File: src/cor_pkg.sv
// Functional notes
// - Four 13-bit DC correction words, one per converter channel, each counted in converter LSBs.
// - With auto-sync on, a write to the channel A register moves the A and B words into use together.
// - A write to the channel B register only stages the B word and leaves the applied B word alone.
// - With auto-sync on, a write to the channel C register moves the C and D words into use together.
// - A write to the channel D register only stages D; the applied D word waits for a C/D sync.
// - On a FIFO sync the 3-bit read-pointer preset is loaded into the input FIFO read pointer.
// - After reset the preset and channel B register reads 0x8000: preset 100, offset zero.
// - After reset the channel A, C and D registers read zero, reserved bits included.
package cor_pkg;

  // ****************************************
  // widths
  // ****************************************
  localparam int COR_DATA_W = 32;
  localparam int COR_ADDR_W = 12;
  localparam int COR_REG_W = 16;
  localparam int COR_OFS_W = 13;
  localparam int COR_PRESET_W = 3;
  localparam int COR_IDX_W = 8;
  localparam int COR_CNT_W = 8;

  // ****************************************
  // register indices (byte address is four times the index)
  // ****************************************
  localparam logic [COR_IDX_W-1:0] COR_IDX_CHAN_A = 8'h08;
  localparam logic [COR_IDX_W-1:0] COR_IDX_PRESET_B = 8'h09;
  localparam logic [COR_IDX_W-1:0] COR_IDX_CHAN_C = 8'h0A;
  localparam logic [COR_IDX_W-1:0] COR_IDX_CHAN_D = 8'h0B;
  localparam logic [COR_IDX_W-1:0] COR_IDX_AUTO_SYNC = 8'h1E;
  localparam logic [COR_IDX_W-1:0] COR_IDX_APPLIED_AB = 8'h40;
  localparam logic [COR_IDX_W-1:0] COR_IDX_APPLIED_CD = 8'h41;
  localparam logic [COR_IDX_W-1:0] COR_IDX_SYNC_CTRL = 8'h42;

  // ****************************************
  // field positions
  // ****************************************
  localparam int COR_OFS_LSB = 0;
  localparam int COR_PRESET_LSB = 13;
  localparam int COR_AS_AB_BIT = 0;
  localparam int COR_AS_CD_BIT = 1;
  localparam int COR_APPL_LO_LSB = 0;
  localparam int COR_APPL_HI_LSB = 16;
  localparam int COR_CNT_AB_LSB = 0;
  localparam int COR_CNT_CD_LSB = 8;

  // ****************************************
  // reset values and writable masks
  // ****************************************
  localparam logic [COR_REG_W-1:0] COR_RST_CHAN_A = 16'h0000;
  localparam logic [COR_REG_W-1:0] COR_RST_PRESET_B = 16'h8000;
  localparam logic [COR_REG_W-1:0] COR_RST_CHAN_C = 16'h0000;
  localparam logic [COR_REG_W-1:0] COR_RST_CHAN_D = 16'h0000;
  localparam logic [1:0] COR_RST_AUTO_SYNC = 2'h0;
  localparam logic [COR_REG_W-1:0] COR_MASK_OFS_ONLY = 16'h1FFF;
  localparam logic [COR_REG_W-1:0] COR_MASK_PRESET_OFS = 16'hFFFF;

endpackage

File: src/cor_pair_apply.sv
`timescale 1ns/1ps
// ****************************************
// applied correction words of one channel pair
// ****************************************
module cor_pair_apply #(
  parameter int W = 13
) (
  input wire logic mclk_i,
  input wire logic rst_b_i,
  input wire logic load_i,
  input wire logic [W-1:0] first_i,
  input wire logic [W-1:0] second_i,
  output logic [W-1:0] first_o,
  output logic [W-1:0] second_o
);
  import cor_pkg::*;

  logic [W-1:0] first_reg;
  logic [W-1:0] second_reg;

  // both words change on the same edge, never one alone
  always_ff @(posedge mclk_i or negedge rst_b_i) begin
    if (!rst_b_i) begin
      first_reg <= '0;
      second_reg <= '0;
    end else if (load_i) begin
      first_reg <= first_i;
      second_reg <= second_i;
    end
  end

  assign first_o = first_reg;
  assign second_o = second_reg;

endmodule

File: src/cor_regs.sv
`timescale 1ns/1ps
// ****************************************
// channel offset correction register bank
// ****************************************
module cor_regs #(
  parameter int CNT_W = cor_pkg::COR_CNT_W
) (
  input wire logic mclk_i,
  input wire logic rst_b_i,
  input wire logic psel_i,
  input wire logic penable_i,
  input wire logic pwrite_i,
  input wire logic [cor_pkg::COR_ADDR_W-1:0] paddr_i,
  input wire logic [cor_pkg::COR_DATA_W-1:0] pwdata_i,
  input wire logic [3:0] pstrb_i,
  output logic [cor_pkg::COR_DATA_W-1:0] prdata_o,
  output logic pready_o,
  output logic pslverr_o,
  input wire logic fifo_sync_i,
  input wire logic ext_sync_i,
  output logic [cor_pkg::COR_OFS_W-1:0] chan_a_dc_correction_o,
  output logic [cor_pkg::COR_OFS_W-1:0] chan_b_dc_correction_o,
  output logic [cor_pkg::COR_OFS_W-1:0] chan_c_dc_correction_o,
  output logic [cor_pkg::COR_OFS_W-1:0] chan_d_dc_correction_o,
  output logic [cor_pkg::COR_PRESET_W-1:0] fifo_rd_ptr_o,
  output logic fifo_rd_ptr_load_o
);
  import cor_pkg::*;

  // ****************************************
  // decode helpers
  // ****************************************

  // true when the byte address lands exactly on the word of an index
  function automatic logic addr_hit(input logic [COR_ADDR_W-1:0] addr,
                                    input logic [COR_IDX_W-1:0] idx);
    logic [COR_ADDR_W-1:0] byte_addr;
    byte_addr = {{(COR_ADDR_W-COR_IDX_W-2){1'b0}}, idx, 2'b00};
    return addr == byte_addr;
  endfunction

  // merge the two low byte lanes of a write into a 16-bit register
  function automatic logic [COR_REG_W-1:0] lane_merge(input logic [COR_REG_W-1:0] old_val,
                                                      input logic [COR_DATA_W-1:0] wdata,
                                                      input logic [3:0] strb,
                                                      input logic [COR_REG_W-1:0] mask);
    logic [COR_REG_W-1:0] merged;
    merged = old_val;
    if (strb[0]) begin
      merged[7:0] = wdata[7:0];
    end
    if (strb[1]) begin
      merged[15:8] = wdata[15:8];
    end
    return merged & mask;
  endfunction

  // ****************************************
  // apb handshake
  // ****************************************
  logic pready_reg;
  logic pslverr_reg;
  logic [COR_DATA_W-1:0] prdata_reg;
  logic access_ph;
  logic xfer_done;
  logic wr_ok;

  assign access_ph = psel_i & penable_i;
  // one wait state: the answer comes in the second access cycle
  assign xfer_done = access_ph & pready_reg;
  // an errored write stores nothing
  assign wr_ok = xfer_done & pwrite_i & ~pslverr_reg;

  // pready pulses for one cycle per transfer, from a flop
  always_ff @(posedge mclk_i or negedge rst_b_i) begin
    if (!rst_b_i) begin
      pready_reg <= 1'b0;
    end else begin
      pready_reg <= access_ph & ~pready_reg;
    end
  end

  // ****************************************
  // address decode
  // ****************************************
  logic hit_a;
  logic hit_b;
  logic hit_c;
  logic hit_d;
  logic hit_as;
  logic hit_appl_ab;
  logic hit_appl_cd;
  logic hit_sync;
  logic hit_any;
  logic hit_ro;

  assign hit_a = addr_hit(paddr_i, COR_IDX_CHAN_A);
  assign hit_b = addr_hit(paddr_i, COR_IDX_PRESET_B);
  assign hit_c = addr_hit(paddr_i, COR_IDX_CHAN_C);
  assign hit_d = addr_hit(paddr_i, COR_IDX_CHAN_D);
  assign hit_as = addr_hit(paddr_i, COR_IDX_AUTO_SYNC);
  assign hit_appl_ab = addr_hit(paddr_i, COR_IDX_APPLIED_AB);
  assign hit_appl_cd = addr_hit(paddr_i, COR_IDX_APPLIED_CD);
  assign hit_sync = addr_hit(paddr_i, COR_IDX_SYNC_CTRL);
  assign hit_any = hit_a | hit_b | hit_c | hit_d | hit_as | hit_appl_ab | hit_appl_cd |
                   hit_sync;
  // applied words are a live view of the datapath; writing them is refused
  assign hit_ro = hit_appl_ab | hit_appl_cd;

  // error flag judged in the first access cycle, shown with pready
  always_ff @(posedge mclk_i or negedge rst_b_i) begin
    if (!rst_b_i) begin
      pslverr_reg <= 1'b0;
    end else if (access_ph & ~pready_reg) begin
      pslverr_reg <= ~hit_any | (pwrite_i & hit_ro);
    end else begin
      pslverr_reg <= 1'b0;
    end
  end

  // ****************************************
  // staged registers
  // ****************************************
  logic [COR_REG_W-1:0] chan_a_reg;
  logic [COR_REG_W-1:0] preset_b_reg;
  logic [COR_REG_W-1:0] chan_c_reg;
  logic [COR_REG_W-1:0] chan_d_reg;
  logic [1:0] auto_sync_enable_cfg_reg;

  // channel a word, reserved bits masked away
  always_ff @(posedge mclk_i or negedge rst_b_i) begin
    if (!rst_b_i) begin
      chan_a_reg <= COR_RST_CHAN_A;
    end else if (wr_ok & hit_a) begin
      chan_a_reg <= lane_merge(chan_a_reg, pwdata_i, pstrb_i, COR_MASK_OFS_ONLY);
    end
  end

  // preset and channel b word share one register, all bits live
  always_ff @(posedge mclk_i or negedge rst_b_i) begin
    if (!rst_b_i) begin
      preset_b_reg <= COR_RST_PRESET_B;
    end else if (wr_ok & hit_b) begin
      preset_b_reg <= lane_merge(preset_b_reg, pwdata_i, pstrb_i, COR_MASK_PRESET_OFS);
    end
  end

  // channel c word
  always_ff @(posedge mclk_i or negedge rst_b_i) begin
    if (!rst_b_i) begin
      chan_c_reg <= COR_RST_CHAN_C;
    end else if (wr_ok & hit_c) begin
      chan_c_reg <= lane_merge(chan_c_reg, pwdata_i, pstrb_i, COR_MASK_OFS_ONLY);
    end
  end

  // channel d word, staged only
  always_ff @(posedge mclk_i or negedge rst_b_i) begin
    if (!rst_b_i) begin
      chan_d_reg <= COR_RST_CHAN_D;
    end else if (wr_ok & hit_d) begin
      chan_d_reg <= lane_merge(chan_d_reg, pwdata_i, pstrb_i, COR_MASK_OFS_ONLY);
    end
  end

  // per-pair auto-sync enables
  always_ff @(posedge mclk_i or negedge rst_b_i) begin
    if (!rst_b_i) begin
      auto_sync_enable_cfg_reg <= COR_RST_AUTO_SYNC;
    end else if (wr_ok & hit_as & pstrb_i[0]) begin
      auto_sync_enable_cfg_reg <= pwdata_i[1:0];
    end
  end

  // ****************************************
  // pair sync generation
  // ****************************************
  logic sync_ab_reg;
  logic sync_cd_reg;
  logic force_ab;
  logic force_cd;

  // software kick in the sync control register, lane 0 only
  assign force_ab = wr_ok & hit_sync & pstrb_i[0] & pwdata_i[COR_AS_AB_BIT];
  assign force_cd = wr_ok & hit_sync & pstrb_i[0] & pwdata_i[COR_AS_CD_BIT];

  // the pulse lags the write by one edge, so the staged word it loads is
  // already the one just written; writes to b or d raise nothing
  always_ff @(posedge mclk_i or negedge rst_b_i) begin
    if (!rst_b_i) begin
      sync_ab_reg <= 1'b0;
      sync_cd_reg <= 1'b0;
    end else begin
      sync_ab_reg <= (wr_ok & hit_a & auto_sync_enable_cfg_reg[COR_AS_AB_BIT]) |
                     force_ab | ext_sync_i;
      sync_cd_reg <= (wr_ok & hit_c & auto_sync_enable_cfg_reg[COR_AS_CD_BIT]) |
                     force_cd | ext_sync_i;
    end
  end

  // ****************************************
  // applied words
  // ****************************************
  logic [COR_OFS_W-1:0] appl_a;
  logic [COR_OFS_W-1:0] appl_b;
  logic [COR_OFS_W-1:0] appl_c;
  logic [COR_OFS_W-1:0] appl_d;

  // a/b pair moves together; b stays put on its own writes
  cor_pair_apply #(
    .W(COR_OFS_W)
  ) u_pair_ab (
    .mclk_i(mclk_i),
    .rst_b_i(rst_b_i),
    .load_i(sync_ab_reg),
    .first_i(chan_a_reg[COR_OFS_LSB +: COR_OFS_W]),
    .second_i(preset_b_reg[COR_OFS_LSB +: COR_OFS_W]),
    .first_o(appl_a),
    .second_o(appl_b)
  );

  // c/d pair moves together; d stays put on its own writes
  cor_pair_apply #(
    .W(COR_OFS_W)
  ) u_pair_cd (
    .mclk_i(mclk_i),
    .rst_b_i(rst_b_i),
    .load_i(sync_cd_reg),
    .first_i(chan_c_reg[COR_OFS_LSB +: COR_OFS_W]),
    .second_i(chan_d_reg[COR_OFS_LSB +: COR_OFS_W]),
    .first_o(appl_c),
    .second_o(appl_d)
  );

  assign chan_a_dc_correction_o = appl_a;
  assign chan_b_dc_correction_o = appl_b;
  assign chan_c_dc_correction_o = appl_c;
  assign chan_d_dc_correction_o = appl_d;

  // ****************************************
  // fifo read-pointer preset
  // ****************************************
  logic [COR_PRESET_W-1:0] fifo_rd_ptr_reg;
  logic fifo_rd_ptr_load_reg;

  // value and strobe leave together one edge after the sync event;
  // the preset is taken as it stands at the event, later writes wait
  always_ff @(posedge mclk_i or negedge rst_b_i) begin
    if (!rst_b_i) begin
      fifo_rd_ptr_reg <= COR_RST_PRESET_B[COR_PRESET_LSB +: COR_PRESET_W];
      fifo_rd_ptr_load_reg <= 1'b0;
    end else begin
      fifo_rd_ptr_load_reg <= fifo_sync_i;
      if (fifo_sync_i) begin
        fifo_rd_ptr_reg <= preset_b_reg[COR_PRESET_LSB +: COR_PRESET_W];
      end
    end
  end

  assign fifo_rd_ptr_o = fifo_rd_ptr_reg;
  assign fifo_rd_ptr_load_o = fifo_rd_ptr_load_reg;

  // ****************************************
  // sync counters
  // ****************************************
  logic [CNT_W-1:0] cnt_ab_reg;
  logic [CNT_W-1:0] cnt_cd_reg;

  // wrap counters stepped once per pair sync, lets software see that a sync landed
  always_ff @(posedge mclk_i or negedge rst_b_i) begin
    if (!rst_b_i) begin
      cnt_ab_reg <= '0;
      cnt_cd_reg <= '0;
    end else begin
      if (sync_ab_reg) begin
        cnt_ab_reg <= cnt_ab_reg + 1'b1;
      end
      if (sync_cd_reg) begin
        cnt_cd_reg <= cnt_cd_reg + 1'b1;
      end
    end
  end

  // ****************************************
  // read path
  // ****************************************
  logic [COR_DATA_W-1:0] rd_mux;

  // unused bits and unmapped words read as zero
  always_comb begin
    rd_mux = '0;
    if (hit_a) begin
      rd_mux[COR_REG_W-1:0] = chan_a_reg;
    end
    if (hit_b) begin
      rd_mux[COR_REG_W-1:0] = preset_b_reg;
    end
    if (hit_c) begin
      rd_mux[COR_REG_W-1:0] = chan_c_reg;
    end
    if (hit_d) begin
      rd_mux[COR_REG_W-1:0] = chan_d_reg;
    end
    if (hit_as) begin
      rd_mux[1:0] = auto_sync_enable_cfg_reg;
    end
    if (hit_appl_ab) begin
      rd_mux[COR_APPL_LO_LSB +: COR_OFS_W] = appl_a;
      rd_mux[COR_APPL_HI_LSB +: COR_OFS_W] = appl_b;
    end
    if (hit_appl_cd) begin
      rd_mux[COR_APPL_LO_LSB +: COR_OFS_W] = appl_c;
      rd_mux[COR_APPL_HI_LSB +: COR_OFS_W] = appl_d;
    end
    if (hit_sync) begin
      rd_mux[COR_CNT_AB_LSB +: CNT_W] = cnt_ab_reg;
      rd_mux[COR_CNT_CD_LSB +: CNT_W] = cnt_cd_reg;
    end
  end

  // read data captured in the first access cycle, zero otherwise
  always_ff @(posedge mclk_i or negedge rst_b_i) begin
    if (!rst_b_i) begin
      prdata_reg <= '0;
    end else if (access_ph & ~pready_reg & ~pwrite_i) begin
      prdata_reg <= rd_mux;
    end else begin
      prdata_reg <= '0;
    end
  end

  assign prdata_o = prdata_reg;
  assign pready_o = pready_reg;
  assign pslverr_o = pslverr_reg;

endmodule

File: config.mk
export PLATFORM = sky130hd
export DESIGN_NAME = cor_regs
export DESIGN_NICKNAME = d
export VERILOG_FILES = /design/src/cor_pkg.sv /design/src/cor_pair_apply.sv /design/src/cor_regs.sv
export SDC_FILE = /design/constraint.sdc
export NUM_CORES = 1
export LEC_CHECK = 0
export BUFFER_PORTS_ARGS = -buffer_cell sky130_fd_sc_hd__buf_2
export CORE_ASPECT_RATIO = 0.9
export CORE_MARGIN = 10
export CORE_UTILIZATION = 50
export CTS_CLUSTER_SIZE = 20
export DETAILED_ROUTE_END_ITERATION = 10
export GPL_ROUTABILITY_DRIVEN = 1
export PLACE_DENSITY = 0.85
export SLEW_MARGIN = 20
export SYNTH_ARGS = -nofsm -noshare
export SYNTH_HDL_FRONTEND = slang
export SYNTH_SLANG_ARGS = --single-unit
export TNS_END_PERCENT = 5
File: constraint.sdc
create_clock -name mclk_i -period 3.93 [get_ports mclk_i]
set_clock_uncertainty 0.15 [all_clocks]
set_input_delay 0.786 -clock mclk_i [delete_from_list [all_inputs] [get_ports mclk_i]]
set_output_delay 0.786 -clock mclk_i [all_outputs]
set_load 0.01 [all_outputs]
## Word-level counts from Yosys, hierarchy flattened

Index checks and enable logic that the tools add are counted.

- Bits in writable memories: 0
- Memories: 0
- ROM bits: 0
- Flip-flop bits (word level): 165
- Bits in latches: 0

- Div/mod/pow operators: 0
- Shift operators: 0
- Equal/unequal tests: 8
- $add $sub $neg: 2
- Reductions and logical operators: 8
- $mul: 0
- Order comparisons: 0
- Bitwise logic cells: 36
- Muxes and demuxes: 12

Operators by type and width:

| cell | count |
|---|---|
| $mux W13 | 5 |
| $mux W16 | 4 |
| $eq A12 B6 Y1 const B | 4 |
| $eq A12 B9 Y1 const B | 3 |
| $mux W29 | 1 |
| $and A1 B1 Y1 | 19 |
| $add A8 B1 Y8 const B | 2 |
| $reduce_and A2 Y1 | 8 |
| $or A1 B1 Y1 | 13 |
| $eq A12 B7 Y1 const B | 1 |
| $not A1 Y1 | 4 |
| $mux W2 | 1 |
| $mux W1 | 1 |

## Logic depth before layout (Yosys ltp)

- Word-level depth: 11
- Depth in mapped cells: 8

## Hierarchy

Synthesis repeated with hierarchy kept, for this count alone.

- Cells, all modules: 546
- Area total of the unflattened synthesis: 7337.0 um^2

By module, submodules not included:

| module | seq. area each (um^2) | cells each | instances | area an instance (um^2) |
|---|---|---|---|---|
| cor_regs | 2755.1 | 436 | 1 | 5197.5 |
| cor_pair_apply | 650.6 | 55 | 2 | 1069.8 |

## Worst setup path after synthesis

No wires, ideal clock.

- Path type: input port to flip-flop
- From: in paddr_i[9] (netlist bit)
- To: reg chan_d_reg[0]
- Required time: 3655 ps
- Cell stages on the path: 5
- Path buffers: 0
- Setup slack: 1279 ps
- Arrival: 2376 ps
- Setup time: 125 ps
- Cell sequence: or4_4 nor3_4 nand2_4 nor3_4 mux2_2

- Longest elaborated chain between the ends: 3

RTL lines:

| what | RTL line | text |
|---|---|---|
| start: declaration | cor_regs.sv:13 | `input wire logic [cor_pkg::COR_ADDR_W-1:0] paddr_i,` |
| $eq A12 B6 Y1 | cor_regs.sv:39 | `return addr == byte_addr;` |
| $and A1 B1 Y1 | cor_regs.sv:161 | `end else if (wr_ok & hit_d) begin` |
| $reduce_and A2 Y1 (no source line) | -- |  |
| end signal: assignment | cor_regs.sv:162 | `chan_d_reg <= lane_merge(chan_d_reg, pwdata_i, pstrb_i, COR_MASK_OFS_ONLY);` |
| end: declaration | cor_regs.sv:127 | `logic [COR_REG_W-1:0] chan_d_reg;` |

No other way between the ends.
A chain may end at the register's enable or synchronous reset.

## Final worst setup path

- From: in paddr_i[9] (netlist bit)
- To: reg chan_a_reg[0]

- Longest elaborated chain between the ends: 3

RTL lines:

| what | RTL line | text |
|---|---|---|
| $eq A12 B6 Y1 | cor_regs.sv:39 |  |
| $and A1 B1 Y1 | cor_regs.sv:134 | `end else if (wr_ok & hit_a) begin` |
| $reduce_and A2 Y1 (no source line) | -- |  |
| end signal: assignment | cor_regs.sv:135 | `chan_a_reg <= lane_merge(chan_a_reg, pwdata_i, pstrb_i, COR_MASK_OFS_ONLY);` |
| end: declaration | cor_regs.sv:124 | `logic [COR_REG_W-1:0] chan_a_reg;` |

No other way between the ends.

==> results.cfg <==
[run_status]
outcome = finished clean

[yosys]
synth.largest_area_cell = dfrtp_1
async_reset_ff_frac = 1.000
synth.avg_cell_area_sq_um = 12.72
synth_top_cell_area_share = 0.5629
ys.flop_type = dfrtp_1
netlist_instances = 559
ys_seq_area_frac = 0.5703
netlist-cell-type-count = 51
ys.warnings.count = 0
syn_area_sq_um = 7113
synth_edf_count = 0
ys_ff_latch = 162
synth_area_leaders = dfrtp_1, mux2_2, nor2_1, a22oi_1, a21oi_1

[clock_network]
insertion_delay_ns = 0.43
clock_sinks = 162
cts_setup_buffers = 0
ctsResizeCount = 0
numCtsBuffers = 17
htreeDepth = 4
clockBufferDepth = 2
ctsHoldBuffers = 0
cts_root_buf = clkbuf_16
cts_tree = yes
cts.clk_slew.worst_paths_ns = 0.06

[setup_path]
cp_data_arrival_time_ns = 2.95
r2r-start = pready_o
r2r_setup_slack_ns = 1.71
cp-startpoint = paddr_i[9]
reg2reg_depth = 6
critPathMaxFanout = 8
crit_path_end_kind = flip-flop
critPathKind = in -> reg
worst_ep_required_time_ns = 4.09
start_kind = input pin
r2r_end = chan_a_reg[0]

[die]
dieArea_sq_um = 19400
row_count = 41
num_io_pins = 145
fp.dieH_um = 133.2
die_x_um = 145.7
coreArea_sq_um = 14000
initial_core_util = 0.5079

[finish]
nNetsFinal = 748
final_common_cell = dfrtp_1
final_cells = 897
largest_reg_flops = 29
drive_above_1_share = 0.4531
area_growth_syn_to_layout_pct = 20.93
antenna_cells = 0
final_cell_mix = dfrtp_1, mux2_2, buf_2, nor2_1, nand2_1
fillers = 1059

[routing]
post_drt_via_cell_ratio = 5.808
detail-route-antenna-nets = 0
wl_per_cell_um = 22.53
via_count = 5210
drt_iter0_drc = 464
finalWirelength_mm = 20.21
drc_errors = 0
firstDrtPassIters = 4

[grt]
grt_pass1_vias = 5741
grt_overflow = 0
grt_pass1_wl_mm = 31.98
grtUsageTotal = 0.2085
antenna_found_initial = 2
grt_max_degree = 90

[sta]
period_needed_ns = 2.787
max_freq_mhz = 358.8
finalHoldViolCount = 0
hold_slack_ns = 0.2637
setup_viol = 0
rsz0062_at_grt = false
slew_headroom = 0.4008
period_share = 0.7092
drv_slew = 0
worst_slew_pin_slew_ns = 0.8987
tns_ns = 0

[placed_design]
port_buffers = 123
dp_hpwl_mm = 14.13
dp.cells = 865
place.gp.congestion = 0.9094

[power_and_ir_drop]
power_leakage_nw = 4.369
vdd_drop_max_uv = 307.3
p_per_area_nw_per_um2 = 444.6
total_power_mw = 3.825

[flow_run]
max_cap_viol_count = 0

[hold_path]
hold_class = in -> async
[final cells by class]
type | instances | area (sq um) | area share
clock buffer | 20 | 446.7 | 0.05193
inverter | 4 | 15.01 | 0.001745
sequential | 162 | 4056 | 0.4716
timing repair buffer | 140 | 762.0 | 0.08858
multi-input combinational | 366 | 2922 | 0.3396
clock inverter | 12 | 158.9 | 0.01847
tap | 193 | 241.5 | 0.02807
[critical path: stages]
cell and delay, ns:
buf_2 0.10, nor4_1 0.59, and3_1 0.35, nand2_1 0.15, nor2_2 0.55, mux2_2 0.41
[Yosys cell counts (3+ instances only)]
master    instances
xor2_1            6
nor2b_1           4
and3_1            5
o21ai_0          11
inv_1             4
dfrtp_1         160
nor2_1           54
nand4_1           8
nor3_1           12
a21oi_1          18
buf_2             6
nor2_2            3
nand2b_1          4
a22oi_1          18
clkbuf_1         10
buf_1            10
o22ai_1           9
nand3_1           6
nor3_4            4
a31oi_1           3
or3_1             3
xnor2_1           8
nand2_1          24
buf_4             3
o221a_2           6
mux2_2          124
[power breakdown]
part           internal [mW]  switching (mW)  leakage (nW)  total (mW)
Sequential              1.74          0.0992          2.22        1.84
Clock                   1.02           0.682         0.278        1.70
Combinational          0.120           0.167          1.87       0.287
Total                   2.88           0.948          4.37        3.82
[metal layers]
metal / share of wire / GRT usage / vias to the layer above / wire (um)
li1: - / - / 2282 / -
met1: 0.43 / 0.2637 / 2647 / 8629
met2: 0.46 / 0.3270 / 231 / 9331
met3: 0.082 / 0.06635 / 48 / 1652
met4: 0.029 / 0.08193 / 2 / 593
met5: 0.00030 / 0 / - / 6
[logic make-up (layout without fill, tap and decap cells)]
logic type,Yosys count,in the layout,synth area share
AO/OA/AOI/OAI,79,79,0.07669
XOR/XNOR,14,14,0.01724
adder cells (fa/ha/maj),2,2,0.003517
buffers and inverters,33,176,0.02005
flip-flops,162,162,0.5703
multiplexers,127,127,0.2023
other,1,3,0.0005272
AND/OR/NAND/NOR,141,141,0.1094
[worst max path at each step]
stage	end	slack (ns)
finish	chan_a_reg[0]	1.14
global route	chan_a_reg[0]	1.08
CTS	chan_a_reg[0]	1.23
detailed placement	chan_a_reg[2]	0.77
global placement	chan_a_reg[7]	0.81
floorplan	chan_d_reg[0]	1.28
[stage by stage]
| stage | util | worst slack [ns] | instance area [sq um] |
|---|---|---|---|
| after detailed placement | 0.5710 | 0.7656 | 7996 |
| final | 0.6142 | 1.143 | 8602 |
| after CTS | 0.6142 | 1.228 | 8602 |
| after global routing | 0.6142 | 1.081 | 8602 |
| after global placement | 0.5710 | 0.8053 | 7996 |
| after floorplan | - | 1.279 | 7121 |
Note: power is estimated with default switching activity, not from simulation.
